**src/adc_result_cfg.svh**
```systemverilog
// Register offsets, field positions, reset values and codes of the converter result block.
`ifndef ADC_RESULT_CFG_SVH
`define ADC_RESULT_CFG_SVH

// Byte offsets of the registers on the register bus.
`define ADC_OFS_CTRL_ZERO 5'h00
`define ADC_OFS_CTRL_ONE 5'h04
`define ADC_OFS_RES_HIGH 5'h08
`define ADC_OFS_RES_LOW 5'h0C

// Field positions in converter_control_zero.
`define ADC_C0_FORMAT 7
`define ADC_C0_VREF_NEG 6
`define ADC_C0_VREF_POS 5
`define ADC_C0_CHAN_HI 4
`define ADC_C0_CHAN_LO 2
`define ADC_C0_GO 1
`define ADC_C0_ENABLE 0

// Field positions in converter_control_one.
`define ADC_C1_CLKSEL_HI 6
`define ADC_C1_CLKSEL_LO 4

// Reset values and writable masks.
`define ADC_C0_RESET 8'h00
`define ADC_C1_RESET 8'h00
`define ADC_C1_MASK 8'h70

// Bus answer codes.
`define ADC_RESP_OKAY 2'h0
`define ADC_RESP_SLVERR 2'h2

`endif

```
**src/adc_fmt_pkg.sv**
```systemverilog
// Types shared by the converter result block and its packer.
package adc_fmt_pkg;

  // Write channel handler states.
  typedef enum logic [0:0] {
    WR_IDLE = 1'b0,
    WR_RESP = 1'b1
  } wr_state_t;

  // Read channel handler states.
  typedef enum logic [0:0] {
    RD_IDLE = 1'b0,
    RD_DATA = 1'b1
  } rd_state_t;

  // Completed conversion offered by the converter core.
  typedef struct packed {
    logic done;
    logic [9:0] value;
  } conv_result_t;

  // Control fields driven to the converter core.
  typedef struct packed {
    logic enable;
    logic go;
    logic [2:0] channel;
    logic vref_pos;
    logic vref_neg;
    logic [2:0] clk_sel;
  } conv_ctrl_t;

  // The two result bytes as software sees them.
  typedef struct packed {
    logic [7:0] high;
    logic [7:0] low;
  } result_pair_t;

endpackage

```
**src/result_packer.sv**
```systemverilog
// Justifies a 10-bit conversion into the high and low result bytes.
`timescale 1ns/1ps
`default_nettype none

module result_packer (
  // Conversion in.
  input wire logic [9:0] value,
  input wire logic right_justify,
  // Byte pair out.
  output adc_fmt_pkg::result_pair_t pair
);
  import adc_fmt_pkg::*;

  // Reserved bits are filled with zero so software never sees stale data there.
  always_comb begin
    if (right_justify) begin
      pair.high = {6'h00, value[9:8]};
      pair.low = value[7:0];
    end else begin
      pair.high = value[9:2];
      pair.low = {value[1:0], 6'h00};
    end
  end

endmodule // result_packer

`default_nettype wire

```
**src/adc_result_formatter.sv**
```systemverilog
// Converter control and result registers behind an AXI4-Lite slave.
//
// Overview of operation
// - With left justification, result bits 9..2 go to high byte bits 7..0.
// - With left justification, result bits 1..0 go to low byte bits 7..6 and bits 5..0 are reserved.
// - With right justification, result bits 9..8 go to high byte bits 1..0 and bits 7..2 are reserved.
// - With right justification, result bits 7..0 fill the whole low byte.
//
// The acquisition wait is left to software: a start written too early converts a half-settled input.
// Result bytes have no reset, which keeps the register file small; they read unknown until filled.
//
// The register addresses and register access over AXI4-Lite are this design's own decisions.
`timescale 1ns/1ps
`default_nettype none
`include "adc_result_cfg.svh"

module adc_result_formatter #(
  parameter int ADDR_W = 5
) (
  // Clock, reset and freeze.
  input wire logic aclk,
  input wire logic aresetn,
  input wire logic ce,
  // AXI4-Lite write address and data.
  input wire logic awvalid,
  output logic awready,
  input wire logic [ADDR_W-1:0] awaddr,
  input wire logic [2:0] awprot,
  input wire logic wvalid,
  output logic wready,
  input wire logic [31:0] wdata,
  input wire logic [3:0] wstrb,
  // AXI4-Lite write response.
  output logic bvalid,
  input wire logic bready,
  output logic [1:0] bresp,
  // AXI4-Lite read address and data.
  input wire logic arvalid,
  output logic arready,
  input wire logic [ADDR_W-1:0] araddr,
  input wire logic [2:0] arprot,
  output logic rvalid,
  input wire logic rready,
  output logic [31:0] rdata,
  output logic [1:0] rresp,
  // Converter core.
  input wire adc_fmt_pkg::conv_result_t conv_in,
  output adc_fmt_pkg::conv_ctrl_t conv_ctrl
);
  import adc_fmt_pkg::*;

  ////////////////////////////////////////////////////////////////////////////
  // Address decode.

  // Register selects; the spare code marks an unmapped address.
  localparam logic [2:0] SEL_C0 = 3'h0;
  localparam logic [2:0] SEL_C1 = 3'h1;
  localparam logic [2:0] SEL_HI = 3'h2;
  localparam logic [2:0] SEL_LO = 3'h3;
  localparam logic [2:0] SEL_NONE = 3'h4;

  // Maps a byte address to a register select; anything else is unmapped.
  function automatic logic [2:0] decode(input logic [ADDR_W-1:0] a);
    logic [2:0] s;
    s = SEL_NONE;
    if (a == ADDR_W'(`ADC_OFS_CTRL_ZERO)) s = SEL_C0;
    else if (a == ADDR_W'(`ADC_OFS_CTRL_ONE)) s = SEL_C1;
    else if (a == ADDR_W'(`ADC_OFS_RES_HIGH)) s = SEL_HI;
    else if (a == ADDR_W'(`ADC_OFS_RES_LOW)) s = SEL_LO;
    return s;
  endfunction

  ////////////////////////////////////////////////////////////////////////////
  // State.

  // Registers with their next values.
  logic [7:0] ctrl0_ff, nxt_ctrl0;
  logic [7:0] ctrl1_ff, nxt_ctrl1;
  logic [7:0] res_hi_ff, nxt_res_hi;
  logic [7:0] res_lo_ff, nxt_res_lo;
  wr_state_t wr_state_ff, nxt_wr_state;
  logic aw_held_ff, nxt_aw_held;
  logic [2:0] aw_sel_ff, nxt_aw_sel;
  logic w_held_ff, nxt_w_held;
  logic [7:0] wbyte_ff, nxt_wbyte;
  logic wlane_ff, nxt_wlane;
  logic [1:0] bresp_ff, nxt_bresp;
  rd_state_t rd_state_ff, nxt_rd_state;
  logic [31:0] rdata_ff, nxt_rdata;
  logic [1:0] rresp_ff, nxt_rresp;

  // Helper nets of the write path and the packed result.
  logic aw_take, w_take, aw_have, w_have, commit;
  logic [2:0] wr_sel;
  logic [7:0] wr_byte;
  logic wr_lane;
  logic go_set;
  result_pair_t packed_res;

  ////////////////////////////////////////////////////////////////////////////
  // Write channels.

  // Address and data are taken in either order and parked until both are here.
  assign awready = (wr_state_ff == WR_IDLE) && !aw_held_ff;
  assign wready = (wr_state_ff == WR_IDLE) && !w_held_ff;
  assign aw_take = awvalid && awready;
  assign w_take = wvalid && wready;
  assign aw_have = aw_held_ff || aw_take;
  assign w_have = w_held_ff || w_take;
  assign commit = (wr_state_ff == WR_IDLE) && aw_have && w_have;

  // Parked values win over the live channels once taken.
  assign wr_sel = aw_held_ff ? aw_sel_ff : decode(awaddr);
  assign wr_byte = w_held_ff ? wbyte_ff : wdata[7:0];
  assign wr_lane = w_held_ff ? wlane_ff : wstrb[0];

  // Next state of the write handler and its parked request.
  always_comb begin
    nxt_wr_state = wr_state_ff;
    nxt_aw_held = aw_held_ff;
    nxt_aw_sel = aw_sel_ff;
    nxt_w_held = w_held_ff;
    nxt_wbyte = wbyte_ff;
    nxt_wlane = wlane_ff;
    nxt_bresp = bresp_ff;
    unique case (wr_state_ff)
      WR_IDLE: begin
        if (aw_take) begin
          nxt_aw_held = 1'b1;
          nxt_aw_sel = decode(awaddr);
        end
        if (w_take) begin
          nxt_w_held = 1'b1;
          nxt_wbyte = wdata[7:0];
          nxt_wlane = wstrb[0];
        end
        if (commit) begin
          nxt_aw_held = 1'b0;
          nxt_w_held = 1'b0;
          nxt_bresp = (wr_sel == SEL_NONE) ? `ADC_RESP_SLVERR : `ADC_RESP_OKAY;
          nxt_wr_state = WR_RESP;
        end
      end
      WR_RESP: begin
        if (bready) begin
          nxt_wr_state = WR_IDLE;
        end
      end
    endcase
  end

  // Registers of the write handler.
  always_ff @(posedge aclk) begin
    if (!aresetn) begin
      wr_state_ff <= WR_IDLE;
      aw_held_ff <= 1'b0;
      aw_sel_ff <= SEL_NONE;
      w_held_ff <= 1'b0;
      wbyte_ff <= 8'h00;
      wlane_ff <= 1'b0;
      bresp_ff <= `ADC_RESP_OKAY;
    end else if (ce) begin
      wr_state_ff <= nxt_wr_state;
      aw_held_ff <= nxt_aw_held;
      aw_sel_ff <= nxt_aw_sel;
      w_held_ff <= nxt_w_held;
      wbyte_ff <= nxt_wbyte;
      wlane_ff <= nxt_wlane;
      bresp_ff <= nxt_bresp;
    end
  end

  // The response stands from register state until the master takes it.
  assign bvalid = (wr_state_ff == WR_RESP);
  assign bresp = bresp_ff;

  ////////////////////////////////////////////////////////////////////////////
  // Control registers.

  // A software write of one to the start bit in the completion cycle must not be lost.
  assign go_set = commit && wr_lane && (wr_sel == SEL_C0) && wr_byte[`ADC_C0_GO];

  // Control next values; only byte lane 0 carries the 8-bit registers.
  always_comb begin
    nxt_ctrl0 = ctrl0_ff;
    nxt_ctrl1 = ctrl1_ff;
    if (commit && wr_lane && (wr_sel == SEL_C0)) begin
      nxt_ctrl0 = wr_byte;
    end
    if (commit && wr_lane && (wr_sel == SEL_C1)) begin
      nxt_ctrl1 = wr_byte & `ADC_C1_MASK;
    end
    // Completion clears the start bit unless software sets it in the same cycle.
    if (conv_in.done && !go_set) begin
      nxt_ctrl0[`ADC_C0_GO] = 1'b0;
    end
  end

  // Control registers reset to their documented values.
  always_ff @(posedge aclk) begin
    if (!aresetn) begin
      ctrl0_ff <= `ADC_C0_RESET;
      ctrl1_ff <= `ADC_C1_RESET;
    end else if (ce) begin
      ctrl0_ff <= nxt_ctrl0;
      ctrl1_ff <= nxt_ctrl1;
    end
  end

  // The channel field reaches the converter at once; settling time is software's job.
  always_comb begin
    conv_ctrl.enable = ctrl0_ff[`ADC_C0_ENABLE];
    conv_ctrl.go = ctrl0_ff[`ADC_C0_GO];
    conv_ctrl.channel = ctrl0_ff[`ADC_C0_CHAN_HI:`ADC_C0_CHAN_LO];
    conv_ctrl.vref_pos = ctrl0_ff[`ADC_C0_VREF_POS];
    conv_ctrl.vref_neg = ctrl0_ff[`ADC_C0_VREF_NEG];
    conv_ctrl.clk_sel = ctrl1_ff[`ADC_C1_CLKSEL_HI:`ADC_C1_CLKSEL_LO];
  end

  ////////////////////////////////////////////////////////////////////////////
  // Result bytes.

  // Justification follows the format bit as it stands in the completion cycle.
  result_packer result_packer_inst (
    .value(conv_in.value),
    .right_justify(ctrl0_ff[`ADC_C0_FORMAT]),
    .pair(packed_res)
  );

  // Software may write the bytes, but a completion in the same cycle overrides it.
  always_comb begin
    nxt_res_hi = res_hi_ff;
    nxt_res_lo = res_lo_ff;
    if (commit && wr_lane && (wr_sel == SEL_HI)) begin
      nxt_res_hi = wr_byte;
    end
    if (commit && wr_lane && (wr_sel == SEL_LO)) begin
      nxt_res_lo = wr_byte;
    end
    if (conv_in.done) begin
      nxt_res_hi = packed_res.high;
      nxt_res_lo = packed_res.low;
    end
  end

  // Result bytes carry no reset value; they are unknown until a conversion or a software write fills them.
  always_ff @(posedge aclk) begin
    if (ce) begin
      res_hi_ff <= nxt_res_hi;
      res_lo_ff <= nxt_res_lo;
    end
  end

  ////////////////////////////////////////////////////////////////////////////
  // Read channels.

  // A new read waits until the last answer is taken; one read at a time keeps the path short.
  assign arready = (rd_state_ff == RD_IDLE);

  // Read data is captured when the address is taken and held until accepted.
  always_comb begin
    nxt_rd_state = rd_state_ff;
    nxt_rdata = rdata_ff;
    nxt_rresp = rresp_ff;
    unique case (rd_state_ff)
      RD_IDLE: begin
        if (arvalid) begin
          nxt_rd_state = RD_DATA;
          nxt_rresp = `ADC_RESP_OKAY;
          unique case (decode(araddr))
            SEL_C0: nxt_rdata = {24'h000000, ctrl0_ff};
            SEL_C1: nxt_rdata = {24'h000000, ctrl1_ff};
            SEL_HI: nxt_rdata = {24'h000000, res_hi_ff};
            SEL_LO: nxt_rdata = {24'h000000, res_lo_ff};
            default: begin
              nxt_rdata = 32'h00000000;
              nxt_rresp = `ADC_RESP_SLVERR;
            end
          endcase
        end
      end
      RD_DATA: begin
        if (rready) begin
          nxt_rd_state = RD_IDLE;
        end
      end
    endcase
  end

  // Registers of the read handler.
  always_ff @(posedge aclk) begin
    if (!aresetn) begin
      rd_state_ff <= RD_IDLE;
      rdata_ff <= 32'h00000000;
      rresp_ff <= `ADC_RESP_OKAY;
    end else if (ce) begin
      rd_state_ff <= nxt_rd_state;
      rdata_ff <= nxt_rdata;
      rresp_ff <= nxt_rresp;
    end
  end

  // Read answer outputs come straight from the handler's registers.
  assign rvalid = (rd_state_ff == RD_DATA);
  assign rdata = rdata_ff;
  assign rresp = rresp_ff;

endmodule // adc_result_formatter

`default_nettype wire

```
**config.mk**
```make
export PLATFORM = sky130hd
export DESIGN_NAME = adc_result_formatter
export DESIGN_NICKNAME = d
export VERILOG_FILES = /design/src/adc_fmt_pkg.sv /design/src/result_packer.sv /design/src/adc_result_formatter.sv
export VERILOG_INCLUDE_DIRS = /design/src
export SDC_FILE = /design/constraint.sdc
export NUM_CORES = 1
export LEC_CHECK = 0
export BUFFER_PORTS_ARGS = -buffer_cell sky130_fd_sc_hd__buf_4
export CAP_MARGIN = 20
export CORE_MARGIN = 3
export CORE_UTILIZATION = 30
export DETAILED_ROUTE_END_ITERATION = 10
export HOLD_SLACK_MARGIN = 0.02
export SLEW_MARGIN = 15
export SYNTH_ARGS = -nofsm -noshare
export SYNTH_HDL_FRONTEND = slang
export SYNTH_SLANG_ARGS = --single-unit
```
**constraint.sdc**
```tcl
create_clock -name aclk -period 2.1 [get_ports aclk]
set_clock_uncertainty 0.1 [all_clocks]
set_input_delay 0.42 -clock aclk [delete_from_list [all_inputs] [get_ports aclk]]
set_output_delay 0.42 -clock aclk [all_outputs]
set_load 0.02 [all_outputs]
```
### After elaboration in Yosys (flattened, before gate mapping)

Index checks and enable logic that the tools add are counted.

* eq/ne operators: 13
* multiplexer cells: 33
* bitwise operators: 2
* reductions and logical operators: 39

Operators with widths (number)
* two-way mux 8 bit: 5
* two-way mux 3 bit: 11
* one-hot mux 8 bit (4 select lines): 1
* equality test 5 x 4 -> 1 bit, second input constant: 4
* AND reduction 3 bit: 6
* two-way mux 16 bit: 1
* logical AND 1 bit: 13
* equality test 3 x 2 -> 1 bit, second input constant: 4
* equality test 5 x 3 -> 1 bit, second input constant: 2
* zero test 5 bit: 2
* two-way mux 1 bit: 10
* AND reduction 2 bit: 5
* nonzero test 2 bit: 5
* equality test 3 x 1 -> 1 bit, second input constant: 2
* zero test 3 bit: 2
* two-way mux 2 bit: 3
* one-hot mux 1 bit (2 select lines): 2
* OR reduction 4 bit: 1
* equality test 3 bit, second input constant: 1
* zero test 1 bit: 3
* logical OR 1 bit: 2
* inverter 1 bit: 2

* register bits: 79
* input port bits: 71
* output and inout bits: 51
* logic and storage cells: 102

### Longest topological paths before layout

* word-level depth: 13
* gate-level depth with buffers: 6
* depth with buffers taken out: 4

### Hierarchy

From an unflattened synthesis, not the netlist that was laid out.

* cells, all modules: 328
* area, all modules: 2934.1 sq um

Modules (own cells, without submodules)
* adc_result_formatter: times used 1, cells each 310, area an instance 2776.4 sq um, seq. area each 1221.2 sq um
* result_packer: times used 1, cells each 18, area an instance 157.7 sq um, seq. area each 0.0 sq um

### Least setup slack after synthesis

No wires, ideal clock.

* path kind: input to register
* start: in awaddr[4]
* end: reg res_hi_ff[0] (enable)
* setup time: 0.370 ns
* arrival time: 1.603 ns
* data required time: 1.630 ns
* path slack: 0.027 ns
* cell stages on the path: 4
* path buffers: 0
* cell sequence: or3_4 -> o32ai_1 -> a31oi_1 -> nor2_1

* word-level cells in the longest chain between the ends: 10
* elaborated cells on any way between the ends: 13
* classes of those cells: eq/ne: 4; mux: 5; reduce/logical: 4

Ends and longest elaborated chain
* start, declared: line adc_result_formatter.sv:27 `input wire logic [ADDR_W-1:0] awaddr,`
* equality test 5 x 4 -> 1 bit: line adc_result_formatter.sv:69 `` else if (a == ADDR_W'(`ADC_OFS_RES_LOW)) s = SEL_LO; ``
* two-way mux 3 bit: line adc_result_formatter.sv:69
* two-way mux 3 bit: line adc_result_formatter.sv:68 `` else if (a == ADDR_W'(`ADC_OFS_RES_HIGH)) s = SEL_HI; ``
* two-way mux 3 bit: line adc_result_formatter.sv:67 `` else if (a == ADDR_W'(`ADC_OFS_CTRL_ONE)) s = SEL_C1; ``
* two-way mux 3 bit (*): line adc_result_formatter.sv:66 `` if (a == ADDR_W'(`ADC_OFS_CTRL_ZERO)) s = SEL_C0; ``
* two-way mux 3 bit (*): line adc_result_formatter.sv:113 `assign wr_sel = aw_held_ff ? aw_sel_ff : decode(awaddr);`
* equality test 3 x 2 -> 1 bit (*): line adc_result_formatter.sv:234 `if (commit && wr_lane && (wr_sel == SEL_HI)) begin`
* logical AND 1 bit (*): line adc_result_formatter.sv:234
* nonzero test 2 bit (no source line) (*)
* AND reduction 2 bit (no source line) (*)
* end signal, assigned: line adc_result_formatter.sv:249 `res_hi_ff <= nxt_res_hi;`
* end, declared: line adc_result_formatter.sv:79 `logic [7:0] res_hi_ff, nxt_res_hi;`

Mark *: on every way between the ends. The rest lies on a longest branch, timed or not.
A chain may end at the register's enable or synchronous reset.

### Worst setup path after layout

* start: reg aw_held_ff
* end: reg res_hi_ff[3] (enable)

* word-level cells in the longest chain between the ends: 10
* elaborated cells on any way between the ends: 12
* classes of those cells: eq/ne: 1; mux: 1; reduce/logical: 10

Ends and longest elaborated chain
* start, declared: line adc_result_formatter.sv:82 `logic aw_held_ff, nxt_aw_held;`
* start signal, assigned: line adc_result_formatter.sv:164 `aw_held_ff <= nxt_aw_held;`
* zero test 1 bit: line adc_result_formatter.sv:104 `assign awready = (wr_state_ff == WR_IDLE) && !aw_held_ff;`
* logical AND 1 bit: line adc_result_formatter.sv:104
* logical AND 1 bit: line adc_result_formatter.sv:106 `assign aw_take = awvalid && awready;`
* logical OR 1 bit: line adc_result_formatter.sv:108 `assign aw_have = aw_held_ff || aw_take;`
* logical AND 1 bit (2 in series): line adc_result_formatter.sv:110 `assign commit = (wr_state_ff == WR_IDLE) && aw_have && w_have;`
* logical AND 1 bit: line adc_result_formatter.sv:234
* logical AND 1 bit (*): line adc_result_formatter.sv:234
* nonzero test 2 bit (no source line) (*)
* AND reduction 2 bit (no source line) (*)

Marked as above.

==> results.cfg <==
[setup_path]
endpoint_kind = flop
criticalPathCategory = reg -> reg
slowest_delay_ps = 450
r2r_cells = 5
crit_fanout = 8
worstReg2RegStart = aw_held_ff$_SDFFE_PN0P_
regToRegSetupSlack_ps = 220
required_ps = 2030
cp.buffers_inverters = 1
cp_top_family = simple AND/OR/NAND/NOR gates
cp_cell_sequence = o22ai_1, nor3_1, a31oi_1, nor2_1, buf_4
arrival_ps = 1820
worstSetupStartpointType = flop
worst_path_max_delay_cell = dfxtp_1
worst_r2r_endpoint = res_hi_ff[3]$_DFFE_PP_

[sta]
slew_viol_final = 0
setup_tns_ps = 0
tightest_slew_ps = 588
rsz0062_at_grt = no
finalHoldViolCount = 0
period_needed_ps = 1880
layout_setup_ws_ps = 218
setup_viol = 0
slew_headroom = 0.608
fmax_mhz = 531
hold_ws_ps = 215
timing.final.crit_share = 0.896

[job]
maxCapViolCount = 0

[yosys]
ys_seq_area_frac = 0.439
synth_async_sr_flop_share = 0
syn_area_per_cell_um2 = 9.36
synth-edff-count = 16
ys_ff_latch = 53
yosysTopAreaCellShare = 0.266
ys.flop_type = dfxtp_1
syn_area_um2 = 2780
synth_top_area_cell = dfxtp_1
yosysUniqueCellTypes = 42
synth.area.top_cells = dfxtp_1 27%, edfxtp_1 17%, buf_4 7.6%
yosysWarnings = 0
syn_inst = 297

[detailed_routing]
viasPerCell = 4.92
final_antenna_net_count = 0
wl_per_cell_um = 14.9
drtIter0Drc = 109
routed_wl_um = 7000
route.detailed.drc = 0
num_vias = 2309
drtPass1Iterations = 4

[clock_network]
htree_levels = 2
cts_resized = 0
clock_path_buffers = 2
cts_made_buffers = 5
cts_sinks = 53
cts_root_buf = clkbuf_8
clk_pin_slew_ps = 100
insertion_delay_ps = 320
cts_tree = built
cts_setup_buffers = 0
cts.hold.buffers_added = 0

[grt]
antenna_found_initial = 0
grt_pass1_vias = 2218
grt_overflow = 0
grt_usage = 0.135
grt_max_degree = 29
grt_pass1_wl_um = 11100

[power_and_ir_drop]
power.density_nw_per_um2 = 616
ir_drop_mv = 0.247
leakage_nw = 1.31
total_power_mw = 2.10

[min_path]
min-delay-start = aresetn
whs_endpoint = aw_sel_ff[2]$_SDFFE_PN1P_
whs_path_depth = 2
min_path_type = in -> reg

[place]
globalplace.congestion = 0.833
placed_area_um2 = 3310
place_hpwl_um = 5320
pre_cts_ws_ps = -8.39
placed_cells = 461
portBuffers = 62

[floorplanning]
ios = 122
start_util = 0.314
die_w_um = 102
die_area_um2 = 10500
coreArea_um2 = 8850
die_h_um = 102
num_rows = 34

[final_layout]
stdcell_area_um2 = 3410
postLayoutCoreUtil = 0.385
antenna_cells = 0
drive_gt1_frac = 0.299
syn_to_final_growth_pct = 22.6
layout_common_cells = 74 x buf_4, 37 x dfxtp_1, 34 x nand2_1
nNetsFinal = 431
final_cells = 469
mostFrequentLayoutCell = buf_4

[run_status]
outcome = completed
-- worst register-to-register path: cells and delay by family, from the launching register on --
family	cells	cell delay (ps)
and+or+nand+nor	2	470
buffers and inverters	1	200
DFF	1	450
AOI/OAI and AO/OA	2	380
-- registers in the layout, summed over array words and instances (netlist names) --
name	flops
aw_held_ff	1
aw_sel_ff	3
bresp	1
bvalid	1
ctrl0_ff	8
ctrl1_ff	3
rdata	8
res_hi_ff	8
res_lo_ff	8
rresp	1
rvalid	1
w_held_ff	1
wbyte_ff	8
wlane_ff	1
-- worst max path at each step --
stage / startpoint / slack (ps) / depth (start not counted) / end
6_report: aw_held_ff$_SDFFE_PN0P_ / 220 / 5 / res_hi_ff[3]$_DFFE_PP_
5_1_grt: aw_held_ff$_SDFFE_PN0P_ / 40 / 5 / res_hi_ff[7]$_DFFE_PP_
4_1_cts: aw_held_ff$_SDFFE_PN0P_ / 260 / 4 / ctrl0_ff[3]$_SDFFE_PN0P_
3_5_place_dp: awaddr[4] / -8 / 6 / res_lo_ff[2]$_DFFE_PP_
3_3_place_gp: awaddr[4] / -30 / 6 / res_hi_ff[2]$_DFFE_PP_
2_1_floorplan: awaddr[4] / 30 / 4 / res_hi_ff[0]$_DFFE_PP_
-- synth_stat cells, drive strengths merged (8+ instances only) --
cell type and number:
clkbuf 11, inv 8, a22oi 10, a31oi 12
nor2 21, nor3 12, o21ai 10, nand2 34
a21oi 23, buf 33, mux2 12, dfxtp 37
edfxtp 16
-- report_power, final --
group	switching (mW)	internal, mW	leakage (nW)
Combinational	0.221	0.150	0.815
Sequential	0.0185	1.09	0.451
Clock	0.371	0.244	0.0466
-- layer usage --
metal	wire, um	up-vias	part of all wire	GRT usage
met5	0	-	0	0
met4	80	0	0.011	0.0323
met3	384	9	0.055	0.0321
met2	3510	68	0.50	0.233
met1	3020	1083	0.43	0.169
li1	-	1149	-	-
-- cells by family after synthesis --
| family | Yosys count | share of synthesized area |
|---|---|---|
| AO/OA/AOI/OAI | 74 | 0.182 |
| buffers and inverters | 53 | 0.112 |
| flip-flops | 53 | 0.439 |
| multiplexers | 20 | 0.0909 |
| other | 1 | 0.00135 |
| AND/OR/NAND/NOR | 96 | 0.175 |
-- layout make-up --
| cell class | count | area, um^2 |
|---|---|---|
| multi-input cells | 216 | 1350 |
| inverters | 9 | 33.8 |
| clock inverters | 3 | 25.0 |
| fillers | 913 | 5440 |
| flip-flops and latches | 53 | 1220 |
| well taps | 108 | 135 |
| repair buffers | 75 | 576 |
| clock buffers | 5 | 68.8 |
Power figures use the tool's default switching activity.
